<file path="src/nrp_pkg.sv">
package nrp_pkg;
  // Message byte offsets
  localparam int OFF_RESERVED = 0;
  localparam int OFF_TAG = 2;
  localparam int OFF_CODE = 6;
  localparam int OFF_STATUS = 7;
  localparam int OFF_ARG = 8;
  // Request codes
  localparam logic [7:0] CODE_START = 8'h02;
  localparam logic [7:0] CODE_NET_MODE = 8'h08;
  localparam logic [7:0] CODE_ADDR_SLOT = 8'h09;
  localparam logic [7:0] CODE_STATS = 8'h0A;
  localparam logic [7:0] CODE_TX = 8'h0C;
  localparam logic [7:0] CODE_RX = 8'h0D;
  localparam logic [7:0] CODE_TX_SELF = 8'h0E;
  // Return codes
  localparam logic [7:0] RC_OK = 8'h00;
  localparam logic [7:0] RC_BAD_ADDR = 8'hA2;
  localparam logic [7:0] RC_GEN_ERR = 8'hA1;
  // Least message lengths in bytes
  localparam logic [7:0] MIN_LEN_START = 8'h0C;
  localparam logic [7:0] MIN_LEN_MGMT = 8'h08;
  localparam logic [7:0] MIN_LEN_XFER = 8'h10;
  // Highest segment accepted for an entry address
  localparam logic [7:0] MAX_ENTRY_SEG = 8'h7F;
  // Capacities
  localparam int MAX_OUTSTANDING = 32;
  localparam logic [6:0] MAX_OUT_CNT = 7'h20;
  localparam int TX_BUFS = 4;
  localparam logic [2:0] TX_BUFS_CNT = 3'h4;
  localparam logic [3:0] MAX_BLOCKS = 4'h8;
  localparam int RXQ_DEPTH = 8;
  localparam logic [3:0] RXQ_CNT_MAX = 4'h8;
  localparam logic [5:0] RX_PKT_MAX = 6'h20;
  localparam int SYNC_W = 6;

  typedef struct packed {
    logic [31:0] tag;
    logic [7:0] code;
    logic [31:0] arg;
    logic [3:0] nblk;
    logic [7:0] len;
  } nrp_req_type;

  localparam int REQ_W = $bits(nrp_req_type);

  typedef enum logic [2:0] {
    TX_IDLE = 3'b000,
    TX_GATHER = 3'b001,
    TX_WAIT = 3'b010,
    TX_SEND = 3'b011,
    TX_REPLY = 3'b100
  } nrp_tx_state_type;
endpackage

</file>
<file path="src/nrp_fifo_if.sv">
`timescale 1ns/1ns
interface nrp_fifo_if #(parameter int WIDTH = 8);
  logic in_valid;
  logic in_ready;
  logic [WIDTH-1:0] in_data;
  logic out_valid;
  logic out_ready;
  logic [WIDTH-1:0] out_data;
  modport producer(output in_valid, output in_data, input in_ready,
                   input out_valid, input out_data, output out_ready);
  modport fifo(input in_valid, input in_data, output in_ready,
               output out_valid, output out_data, input out_ready);
endinterface

</file>
<file path="src/nrp_fifo.sv">
`timescale 1ns/1ns
module nrp_fifo #(
  parameter int WIDTH = 8,
  parameter int DEPTH = 32
) (
  input wire logic clk,
  input wire logic rst,
  nrp_fifo_if.fifo f
);
  localparam int AW = $clog2(DEPTH);
  logic [WIDTH-1:0] mem_q [DEPTH];
  logic [AW-1:0] wr_q;
  logic [AW-1:0] rd_q;
  logic [AW:0] cnt_q;
  logic out_valid_q;
  logic [WIDTH-1:0] out_data_q;
  wire push = f.in_valid && f.in_ready;
  wire refill = (cnt_q != '0) && (!out_valid_q || f.out_ready);
  wire drop = out_valid_q && f.out_ready && !refill;

  assign f.in_ready = (cnt_q != DEPTH[AW:0]);
  assign f.out_valid = out_valid_q;
  assign f.out_data = out_data_q;

  always_ff @(posedge clk) begin
    if (push) begin
      mem_q[wr_q] <= f.in_data;
    end
  end

  always_ff @(posedge clk) begin
    if (rst) begin
      wr_q <= '0;
      rd_q <= '0;
      cnt_q <= '0;
      out_valid_q <= 1'b0;
      out_data_q <= '0;
    end else begin
      wr_q <= push ? wr_q + 1'b1 : wr_q;
      rd_q <= refill ? rd_q + 1'b1 : rd_q;
      cnt_q <= cnt_q + {{AW{1'b0}}, push} - {{AW{1'b0}}, refill};
      out_valid_q <= refill ? 1'b1 : (drop ? 1'b0 : out_valid_q);
      out_data_q <= refill ? mem_q[rd_q] : out_data_q;
    end
  end
endmodule // nrp_fifo

</file>
<file path="src/nrp_request_processor.sv">
// Notes on behaviour
// Reserved leading two bytes are ignored on entry and not returned.
// Requester tag is never interpreted and comes back unchanged in the reply.
// Start-execution code 02H is kept unchanged in its reply.
// Start-execution returns 0, A2H for bad entry, A1H outside front-end mode.
// Entry address field is echoed unchanged in the reply.
// Host selects controller mode with mode 0 and downloads nothing.
// Controller mode accepts transmit, receive, net mode, address slot, statistics.
// Host doorbell lets the device pull queued requests into its buffer.
// At most 32 outstanding requests; further ones wait in the host queue.
// Host keeps no more than 32 receive requests pending.
// Filtered packets are buffered even with no receive request waiting.
// Per-type queues; management immediate, transmit at link pace, receive needs packet.
// Each reply is posted on completion, so replies may come out of order.
// Host waits for each reply when cross-type order matters.
// Short message, unknown code or wrong mode answers with A1H.
// Device adds preamble and frame check; host supplies addresses and type.
// A transmit packet is gathered from up to eight host blocks.
// Four transmit buffers; fetching stalls while all four are taken.
// Off network, transmits wait; one already sending finishes first.
// With network disable, transmits complete normally but nothing is sent.
// Code 0EH loops a filtered packet back; imperfect filtering loops multicast.
// Transmits run in arrival order; the packet stays device-owned until reply.
`timescale 1ns/1ns
module nrp_request_processor
  import nrp_pkg::*;
(
  input wire logic clk,
  input wire logic rst,
  input wire logic host_doorbell,
  input wire logic front_end_mode,
  input wire logic controller_mode,
  input wire logic off_net,
  input wire logic net_disable,
  input wire logic imperfect_filter,
  input wire logic req_valid,
  input wire nrp_req_type req_data,
  output logic req_ready,
  output logic rpl_valid,
  input wire logic rpl_ready,
  output logic [31:0] rpl_tag,
  output logic [7:0] rpl_code,
  output logic [7:0] rpl_status,
  output logic [31:0] rpl_arg,
  output logic start_exec,
  output logic [31:0] start_pc,
  output logic mgmt_valid,
  output logic [7:0] mgmt_code,
  output logic blk_fetch,
  output logic [2:0] blk_idx,
  input wire logic blk_done,
  output logic tx_start,
  input wire logic tx_done,
  input wire logic [7:0] tx_status,
  input wire logic tx_filter_pass,
  input wire logic tx_multicast,
  input wire logic rx_pkt
);
  // Pin synchronisers
  logic [SYNC_W-1:0] pin_meta_q;
  logic [SYNC_W-1:0] pin_q;
  logic bell_prev_q;
  always_ff @(posedge clk) begin
    if (rst) begin
      pin_meta_q <= '0;
      pin_q <= '0;
      bell_prev_q <= 1'b0;
    end else begin
      pin_meta_q <= {host_doorbell, front_end_mode, controller_mode, off_net, net_disable,
                     imperfect_filter};
      pin_q <= pin_meta_q;
      bell_prev_q <= pin_q[5];
    end
  end
  wire bell_rise = pin_q[5] && !bell_prev_q;
  wire fe_mode_s = pin_q[4];
  wire ctrl_mode_s = pin_q[3];
  wire off_net_s = pin_q[2];
  wire net_dis_s = pin_q[1];
  wire imperfect_s = pin_q[0];

  // Request intake
  nrp_fifo_if #(.WIDTH(REQ_W)) rq ();
  nrp_fifo #(.WIDTH(REQ_W), .DEPTH(MAX_OUTSTANDING)) u_fifo (
    .clk(clk),
    .rst(rst),
    .f(rq)
  );
  logic bell_q;
  logic req_ready_q;
  logic [6:0] out_cnt_q;
  wire accept = req_valid && req_ready_q;
  wire rpl_fire = rpl_valid && rpl_ready;
  wire [6:0] out_cnt_d = out_cnt_q + {6'h00, accept} - {6'h00, rpl_fire};
  wire bell_d = bell_rise || (bell_q && req_valid);
  assign rq.in_valid = accept;
  assign rq.in_data = req_data;
  always_ff @(posedge clk) begin
    if (rst) begin
      bell_q <= 1'b0;
      req_ready_q <= 1'b0;
      out_cnt_q <= '0;
    end else begin
      bell_q <= bell_d;
      out_cnt_q <= out_cnt_d;
      req_ready_q <= bell_d && (out_cnt_d < MAX_OUT_CNT) && rq.in_ready;
    end
  end
  assign req_ready = req_ready_q;

  // Dispatch decode; reserved bytes never reach this point
  nrp_req_type hd;
  assign hd = rq.out_data;
  wire is_start = (hd.code == CODE_START);
  wire is_tx = (hd.code == CODE_TX) || (hd.code == CODE_TX_SELF);
  wire is_rx = (hd.code == CODE_RX);
  wire is_mgmt = (hd.code == CODE_NET_MODE) || (hd.code == CODE_ADDR_SLOT) ||
                 (hd.code == CODE_STATS);
  wire blk_bad = (hd.nblk == 4'h0) || (hd.nblk > MAX_BLOCKS);
  wire ctrl_short = is_mgmt ? (hd.len < MIN_LEN_MGMT) : ((hd.len < MIN_LEN_XFER) || blk_bad);
  wire ctrl_ok = ctrl_mode_s && (is_tx || is_rx || is_mgmt) && !ctrl_short;
  wire start_fe_ok = fe_mode_s && (hd.len >= MIN_LEN_START);
  wire entry_ok = (hd.arg[31:24] <= MAX_ENTRY_SEG);
  wire gen_err = is_start ? !start_fe_ok : !ctrl_ok;
  wire to_tx = !gen_err && is_tx;
  wire to_rx = !gen_err && is_rx;
  wire to_imm = !to_tx && !to_rx;

  logic imm_valid_q;
  nrp_req_type imm_q;
  logic [7:0] imm_status_q;
  logic [2:0] tq_cnt;
  logic [3:0] rq_cnt;
  wire pop = rq.out_valid && ((to_imm && !imm_valid_q) || (to_tx && tq_cnt < TX_BUFS_CNT) ||
                              (to_rx && rq_cnt < RXQ_CNT_MAX));
  assign rq.out_ready = pop;
  wire [7:0] imm_status_d = gen_err ? RC_GEN_ERR : (is_start && !entry_ok) ? RC_BAD_ADDR :
                            RC_OK;

  // Reply arbitration: fixed priority, immediate results first, then transmit, then receive
  nrp_tx_state_type tx_st;
  logic [5:0] rxb_cnt;
  wire sel_imm = imm_valid_q;
  wire sel_tx = !sel_imm && (tx_st == TX_REPLY);
  wire sel_rx = !sel_imm && !sel_tx && (rq_cnt != 4'h0) && (rxb_cnt != 6'h00);
  wire rpl_load = (!rpl_valid || rpl_ready) && (sel_imm || sel_tx || sel_rx);
  wire take_imm = rpl_load && sel_imm;
  wire take_tx = rpl_load && sel_tx;
  wire take_rx = rpl_load && sel_rx;

  always_ff @(posedge clk) begin
    if (rst) begin
      imm_valid_q <= 1'b0;
      imm_q <= '0;
      imm_status_q <= RC_OK;
      start_exec <= 1'b0;
      start_pc <= '0;
      mgmt_valid <= 1'b0;
      mgmt_code <= '0;
    end else begin
      imm_valid_q <= (pop && to_imm) || (imm_valid_q && !take_imm);
      imm_q <= (pop && to_imm) ? hd : imm_q;
      imm_status_q <= (pop && to_imm) ? imm_status_d : imm_status_q;
      start_exec <= pop && is_start && imm_status_d == RC_OK;
      start_pc <= (pop && is_start && imm_status_d == RC_OK) ? hd.arg : start_pc;
      mgmt_valid <= pop && to_imm && is_mgmt && !gen_err;
      mgmt_code <= (pop && is_mgmt) ? hd.code : mgmt_code;
    end
  end

  // Transmit slots, served in arrival order
  nrp_req_type tq_q [TX_BUFS];
  logic [1:0] tq_wr_q;
  logic [1:0] tq_rd_q;
  logic [2:0] tq_cnt_q;
  logic [7:0] tx_stat_q;
  logic [3:0] blk_q;
  wire tq_push = pop && to_tx;
  assign tq_cnt = tq_cnt_q;
  nrp_req_type tx_cur;
  assign tx_cur = tq_q[tq_rd_q];
  wire self_loop = (tx_cur.code == CODE_TX_SELF) &&
                   (tx_filter_pass || (imperfect_s && tx_multicast));
  always_ff @(posedge clk) begin
    if (tq_push) begin
      tq_q[tq_wr_q] <= hd;
    end
  end
  always_ff @(posedge clk) begin
    if (rst) begin
      tq_wr_q <= '0;
      tq_rd_q <= '0;
      tq_cnt_q <= '0;
    end else begin
      tq_wr_q <= tq_push ? tq_wr_q + 2'h1 : tq_wr_q;
      tq_rd_q <= take_tx ? tq_rd_q + 2'h1 : tq_rd_q;
      tq_cnt_q <= tq_cnt_q + {2'h0, tq_push} - {2'h0, take_tx};
    end
  end

  // Transmit engine: gather blocks, wait for the net, send
  logic loop_pkt_q;
  always_ff @(posedge clk) begin
    if (rst) begin
      tx_st <= TX_IDLE;
      blk_q <= '0;
      blk_fetch <= 1'b0;
      tx_start <= 1'b0;
      tx_stat_q <= RC_OK;
      loop_pkt_q <= 1'b0;
    end else begin
      tx_start <= 1'b0;
      loop_pkt_q <= 1'b0;
      case (tx_st)
        TX_IDLE: begin
          if (tq_cnt_q != 3'h0) begin
            tx_st <= TX_GATHER;
            blk_q <= '0;
            blk_fetch <= 1'b1;
          end
        end
        TX_GATHER: begin
          if (blk_done) begin
            if (blk_q + 4'h1 == tx_cur.nblk) begin
              blk_fetch <= 1'b0;
              tx_st <= TX_WAIT;
            end else begin
              blk_q <= blk_q + 4'h1;
            end
          end
        end
        TX_WAIT: begin
          if (!off_net_s) begin
            if (net_dis_s) begin
              tx_stat_q <= RC_OK;
              tx_st <= TX_REPLY;
            end else begin
              tx_start <= 1'b1;
              tx_st <= TX_SEND;
            end
          end
        end
        TX_SEND: begin
          if (tx_done) begin
            tx_stat_q <= tx_status;
            loop_pkt_q <= self_loop;
            tx_st <= TX_REPLY;
          end
        end
        TX_REPLY: begin
          if (take_tx) begin
            tx_st <= TX_IDLE;
          end
        end
        default: begin
          tx_st <= TX_IDLE;
        end
      endcase
    end
  end
  assign blk_idx = blk_q[2:0];

  // Receive requests wait for buffered packets
  nrp_req_type rxq_q [RXQ_DEPTH];
  logic [2:0] rx_wr_q;
  logic [2:0] rx_rd_q;
  logic [3:0] rq_cnt_q;
  wire rx_push = pop && to_rx;
  assign rq_cnt = rq_cnt_q;
  wire pkt_in = rx_pkt || loop_pkt_q;
  wire pkt_room = (rxb_cnt != RX_PKT_MAX);
  always_ff @(posedge clk) begin
    if (rx_push) begin
      rxq_q[rx_wr_q] <= hd;
    end
  end
  always_ff @(posedge clk) begin
    if (rst) begin
      rx_wr_q <= '0;
      rx_rd_q <= '0;
      rq_cnt_q <= '0;
      rxb_cnt <= '0;
    end else begin
      rx_wr_q <= rx_push ? rx_wr_q + 3'h1 : rx_wr_q;
      rx_rd_q <= take_rx ? rx_rd_q + 3'h1 : rx_rd_q;
      rq_cnt_q <= rq_cnt_q + {3'h0, rx_push} - {3'h0, take_rx};
      rxb_cnt <= rxb_cnt + {5'h00, pkt_in && pkt_room} - {5'h00, take_rx};
    end
  end

  // Reply register
  nrp_req_type rsrc;
  assign rsrc = sel_imm ? imm_q : sel_tx ? tx_cur : rxq_q[rx_rd_q];
  wire [7:0] rstat = sel_imm ? imm_status_q : sel_tx ? tx_stat_q : RC_OK;
  always_ff @(posedge clk) begin
    if (rst) begin
      rpl_valid <= 1'b0;
      rpl_tag <= '0;
      rpl_code <= '0;
      rpl_status <= RC_OK;
      rpl_arg <= '0;
    end else begin
      rpl_valid <= rpl_load || (rpl_valid && !rpl_ready);
      rpl_tag <= rpl_load ? rsrc.tag : rpl_tag;
      rpl_code <= rpl_load ? rsrc.code : rpl_code;
      rpl_status <= rpl_load ? rstat : rpl_status;
      rpl_arg <= rpl_load ? rsrc.arg : rpl_arg;
    end
  end
endmodule // nrp_request_processor
</file>
<file path="config.mk">
export PLATFORM = sky130hd
export DESIGN_NAME = nrp_request_processor
export DESIGN_NICKNAME = d
export VERILOG_FILES = /design/src/nrp_pkg.sv /design/src/nrp_fifo_if.sv /design/src/nrp_fifo.sv /design/src/nrp_request_processor.sv
export SDC_FILE = /design/constraint.sdc
export NUM_CORES = 2
export LEC_CHECK = 0
export ABC_CLOCK_PERIOD_IN_PS = 18300
export BUFFER_PORTS_ARGS = -buffer_cell sky130_fd_sc_hd__buf_2
export CAP_MARGIN = 20
export CORE_UTILIZATION = 55
export DETAILED_ROUTE_END_ITERATION = 10
export PLACE_DENSITY = 0.71
export REMOVE_ABC_BUFFERS = 1
export SLEW_MARGIN = 20
export SYNTH_ARGS = -nofsm -noshare
export SYNTH_HDL_FRONTEND = slang
export SYNTH_SLANG_ARGS = --single-unit
</file>
<file path="constraint.sdc">
create_clock -name clk -period 18.3 [get_ports clk]
set_clock_uncertainty 0.2 [all_clocks]
set_input_delay 4.575 -clock clk [delete_from_list [all_inputs] [get_ports clk]]
set_output_delay 4.575 -clock clk [all_outputs]
set_load 0.03 [all_outputs]
</file>
==> impl_metrics.json <==
{
  "ys_seq_elements": 3870,
  "grt_max_degree": 130,
  "layout-drive-gt1-share": 0.2190,
  "worst_path_largest_cell_delay_ns": 0.90,
  "period_needed_ns": 8.428,
  "cp-start-kind": "primary input",
  "drt_iter0_drc": 8715,
  "leakage_uw": 0.05216,
  "gp_congestion": 0.7888,
  "crit_path_max_fanout": 32,
  "max_slew_margin": 0.2132,
  "finalWirelength_mm": 360.1,
  "cp.arrival_ns": 8.75,
  "power_frac_clock": 0.334,
  "fmax_ghz": 0.1187,
  "synth_cells": 7843,
  "cts_resized": 0,
  "yosysTopAreaCell": "edfxtp_1",
  "multi_input_area_um2": 34330,
  "drv_slew": 0,
  "synth-async-reset-ratio": 0,
  "dp_hpwl_mm": 187.2,
  "ys_types": 73,
  "peakVddDrop_v": 0.0001518,
  "post-synth-top-count-cell": "edfxtp_1",
  "p_sw_uw": 6424,
  "die_h_um": 522.2,
  "dr_wl_met3_mm": 32.29,
  "tightest_slew_ns": 1.180,
  "grt_usage": 0.2625,
  "grt_remaining_overflow": 0,
  "start_util": 0.5541,
  "drt-wirelength-per-cell_um": 30.04,
  "register_area_um2": 112600,
  "cts_made_buffers": 379,
  "synth_area_um2": 148800,
  "synth_enable_flop_cells": 3504,
  "cts_hold_buf": 0,
  "yosysSeqAreaShare": 0.7562,
  "min_path_type": "reg2reg",
  "comb_power_share": 0.193,
  "clockBufferDepth": 4,
  "critPathTopFamily": "simple AND/OR/NAND/NOR gates",
  "ctsHtreeMaxLevel": 5,
  "drc_errors": 0,
  "finalSetupViolCount": 0,
  "vias_per_cell": 6.429,
  "synthTopCellsByArea": "edfxtp_1 71%, mux4_2 8.4%, dfxtp_1 4.9%",
  "maxCapViolations": 0,
  "crit_path_cell_trace": "buf_2 > nand2_1 > a21oi_1 > nand2_1 > nor2_4 > buf_4 > buf_4",
  "die_area_um2": 272700,
  "core_um2": 268600,
  "p_per_area_nw_per_um2": 137.2,
  "p_int_uw": 16370,
  "swShare": 0.2818,
  "synth_top_area_frac": 0.7069,
  "detailedRoute.firstPassIterationCount": 6,
  "postPlaceCellArea_um2": 154000,
  "clock_latency_ns": 0.92,
  "cts_tree": "yes",
  "timing.hold.ws_ns": 0.2389,
  "crit_buf_inv": 3,
  "worst_ep_required_time_ns": 18.62,
  "final_area_um2": 166200,
  "port_buffers": 233,
  "cts_setup_buffers": 0,
  "hold_viol": 0,
  "status": "finished clean",
  "met2WireLength_mm": 174.8,
  "pwr-share-seq": 0.473,
  "ant_nets": 0,
  "root_buffer": "clkbuf_16",
  "worst_setup_path_end_kind": "register",
  "num-nets-final": 8269,
  "critPathKind": "in2reg",
  "cts.sinks": 3870,
  "nFillCells": 18416,
  "grt_pass1_vias": 77372,
  "period_share": 0.4606,
  "ios": 236,
  "vias": 77062,
  "ys.flop_type": "edfxtp_1",
  "reg2reg_from": "u_fifo.rd_q[1]$_SDFFE_PP0P_",
  "rows": 190,
  "grt_pass1_wl_mm": 518.9,
  "worstHoldStart": "pin_meta_q[5]$_SDFF_PP0_",
  "ys_warn_count": 0,
  "antenna_found_initial": 40,
  "crit_start": "req_valid",
  "post_synth.cell_area_avg_um2": 18.98,
  "synth_common_cells": "3504 x edfxtp_1, 649 x mux2i_1, 552 x mux4_2",
  "wl_met1_mm": 143.9,
  "syn_to_final_growth_pct": 11.64,
  "fp.dieW_um": 522.2,
  "top_layer_used": "met5",
  "slowest_stage": "nor2_4",
  "clk_pin_slew_ns": 0.06,
  "rsz0062_at_grt": "false"
}
[sequential cells by signal (all words and copies together), names as in the netlist, 4 cells and up, named ones only]
register and count:
out_cnt_q 7, u_fifo.cnt_q 6, imm_q 72, start_pc 32, rxb_cnt 6, u_fifo.rd_q 5, rpl_code 8, rq_cnt 4
tx_stat_q 8, rpl_status 8, pin_meta_q 6, u_fifo.wr_q 5, u_fifo.mem_q 2624, rpl_tag 32, pin_q 6, u_fifo.f.out_data 82
mgmt_code 8, rxq_q 576, tq_q 304, blk_q 4, rpl_arg 32
[final timing paths]
| check | end | slack, ns | cells after the start |
|---|---|---|---|
| worst min-delay path | pin_q[5]$_SDFF_PP0_ | 0.24 | 1 |
| worst max-delay path | u_fifo.mem_q[16][7]$_DFFE_PP_ | 9.87 | 7 |
| worst max register to register | u_fifo.f.out_data[51]$_SDFFE_PP0P_ | 12.99 | 7 |
| worst min register to register | pin_q[5]$_SDFF_PP0_ | 0.24 | 1 |
[power by group through the flow]
stage / registers (µW) / logic [µW] / clock network (µW)
global placement: 10900 / 4330 / 0
CTS: 10800 / 4420 / 7700
finish: 10800 / 4410 / 7610
detailed placement: 11000 / 4400 / 0
global route: 10800 / 4710 / 8040
floorplan: 11100 / 4690 / 0
[cells by family (layout without fill, tap and decap cells)]
logic type,count (synthesis),after routing,synth area share
flip-flops,3870,3870,0.7562
multiplexers,1368,1368,0.1398
AND/OR/NAND/NOR,985,985,0.03144
AO/OA/AOI/OAI,982,982,0.05018
buffers and inverters,556,1134,0.01601
adder cells (fa/ha/maj),49,49,0.004371
XOR/XNOR,33,33,0.002034
other,0,13,0
[placed cells by master, fill, tap and decap left out, types with 45 or more instances in the layout]
master     instances
o21ai_0           52
a22oi_1           92
clkbuf_16        384
clkinv_2          80
nor2b_1          104
o41ai_2           80
a211oi_1         187
nand3b_1          84
mux2_2           167
a21oi_1          209
edfxtp_1        3504
nand2_1          317
nor2_1           272
nor3_1            82
buf_4            160
mux2i_1          649
mux4_2           552
buf_2            232
a221oi_1         125
clkinv_1          49
clkbuf_1          89
o22ai_1          165
inv_1             45
dfxtp_1          355
[stage by stage]
stage / utilization / TNS, ns / total power (µW) / std cells / worst slack (ns)
global route: 0.6185 / 0 / 23580 / 11979 / 9.731
CTS: 0.6184 / 0 / 22890 / 11973 / 9.896
detailed placement: 0.5734 / 0 / 15360 / 11284 / 8.927
floorplan: - / -1293.95 / 15790 / 7333 / -19.98
finish: 0.6186 / 0 / 22800 / 11986 / 9.872
global placement: 0.5734 / 0 / 15240 / 11284 / 9.024
[routing by layer]
layer	GRT usage	vias up
li1	-	32287
met1	0.3618	40461
met2	0.4322	3644
met3	0.04868	640
met4	0.07178	30
met5	0	-
[layout make-up]
| class | instances | area share |
|---|---|---|
| sequential | 3870 | 0.6776 |
| multi-input combinational | 3417 | 0.2066 |
| clock buffer | 505 | 0.06245 |
| tap | 3552 | 0.02675 |
| timing repair buffer | 399 | 0.01503 |
| clock inverter | 184 | 0.01041 |
| inverter | 46 | 0.001039 |
| antenna | 13 | 0.0001958 |
Power figures use the tool's default switching activity.
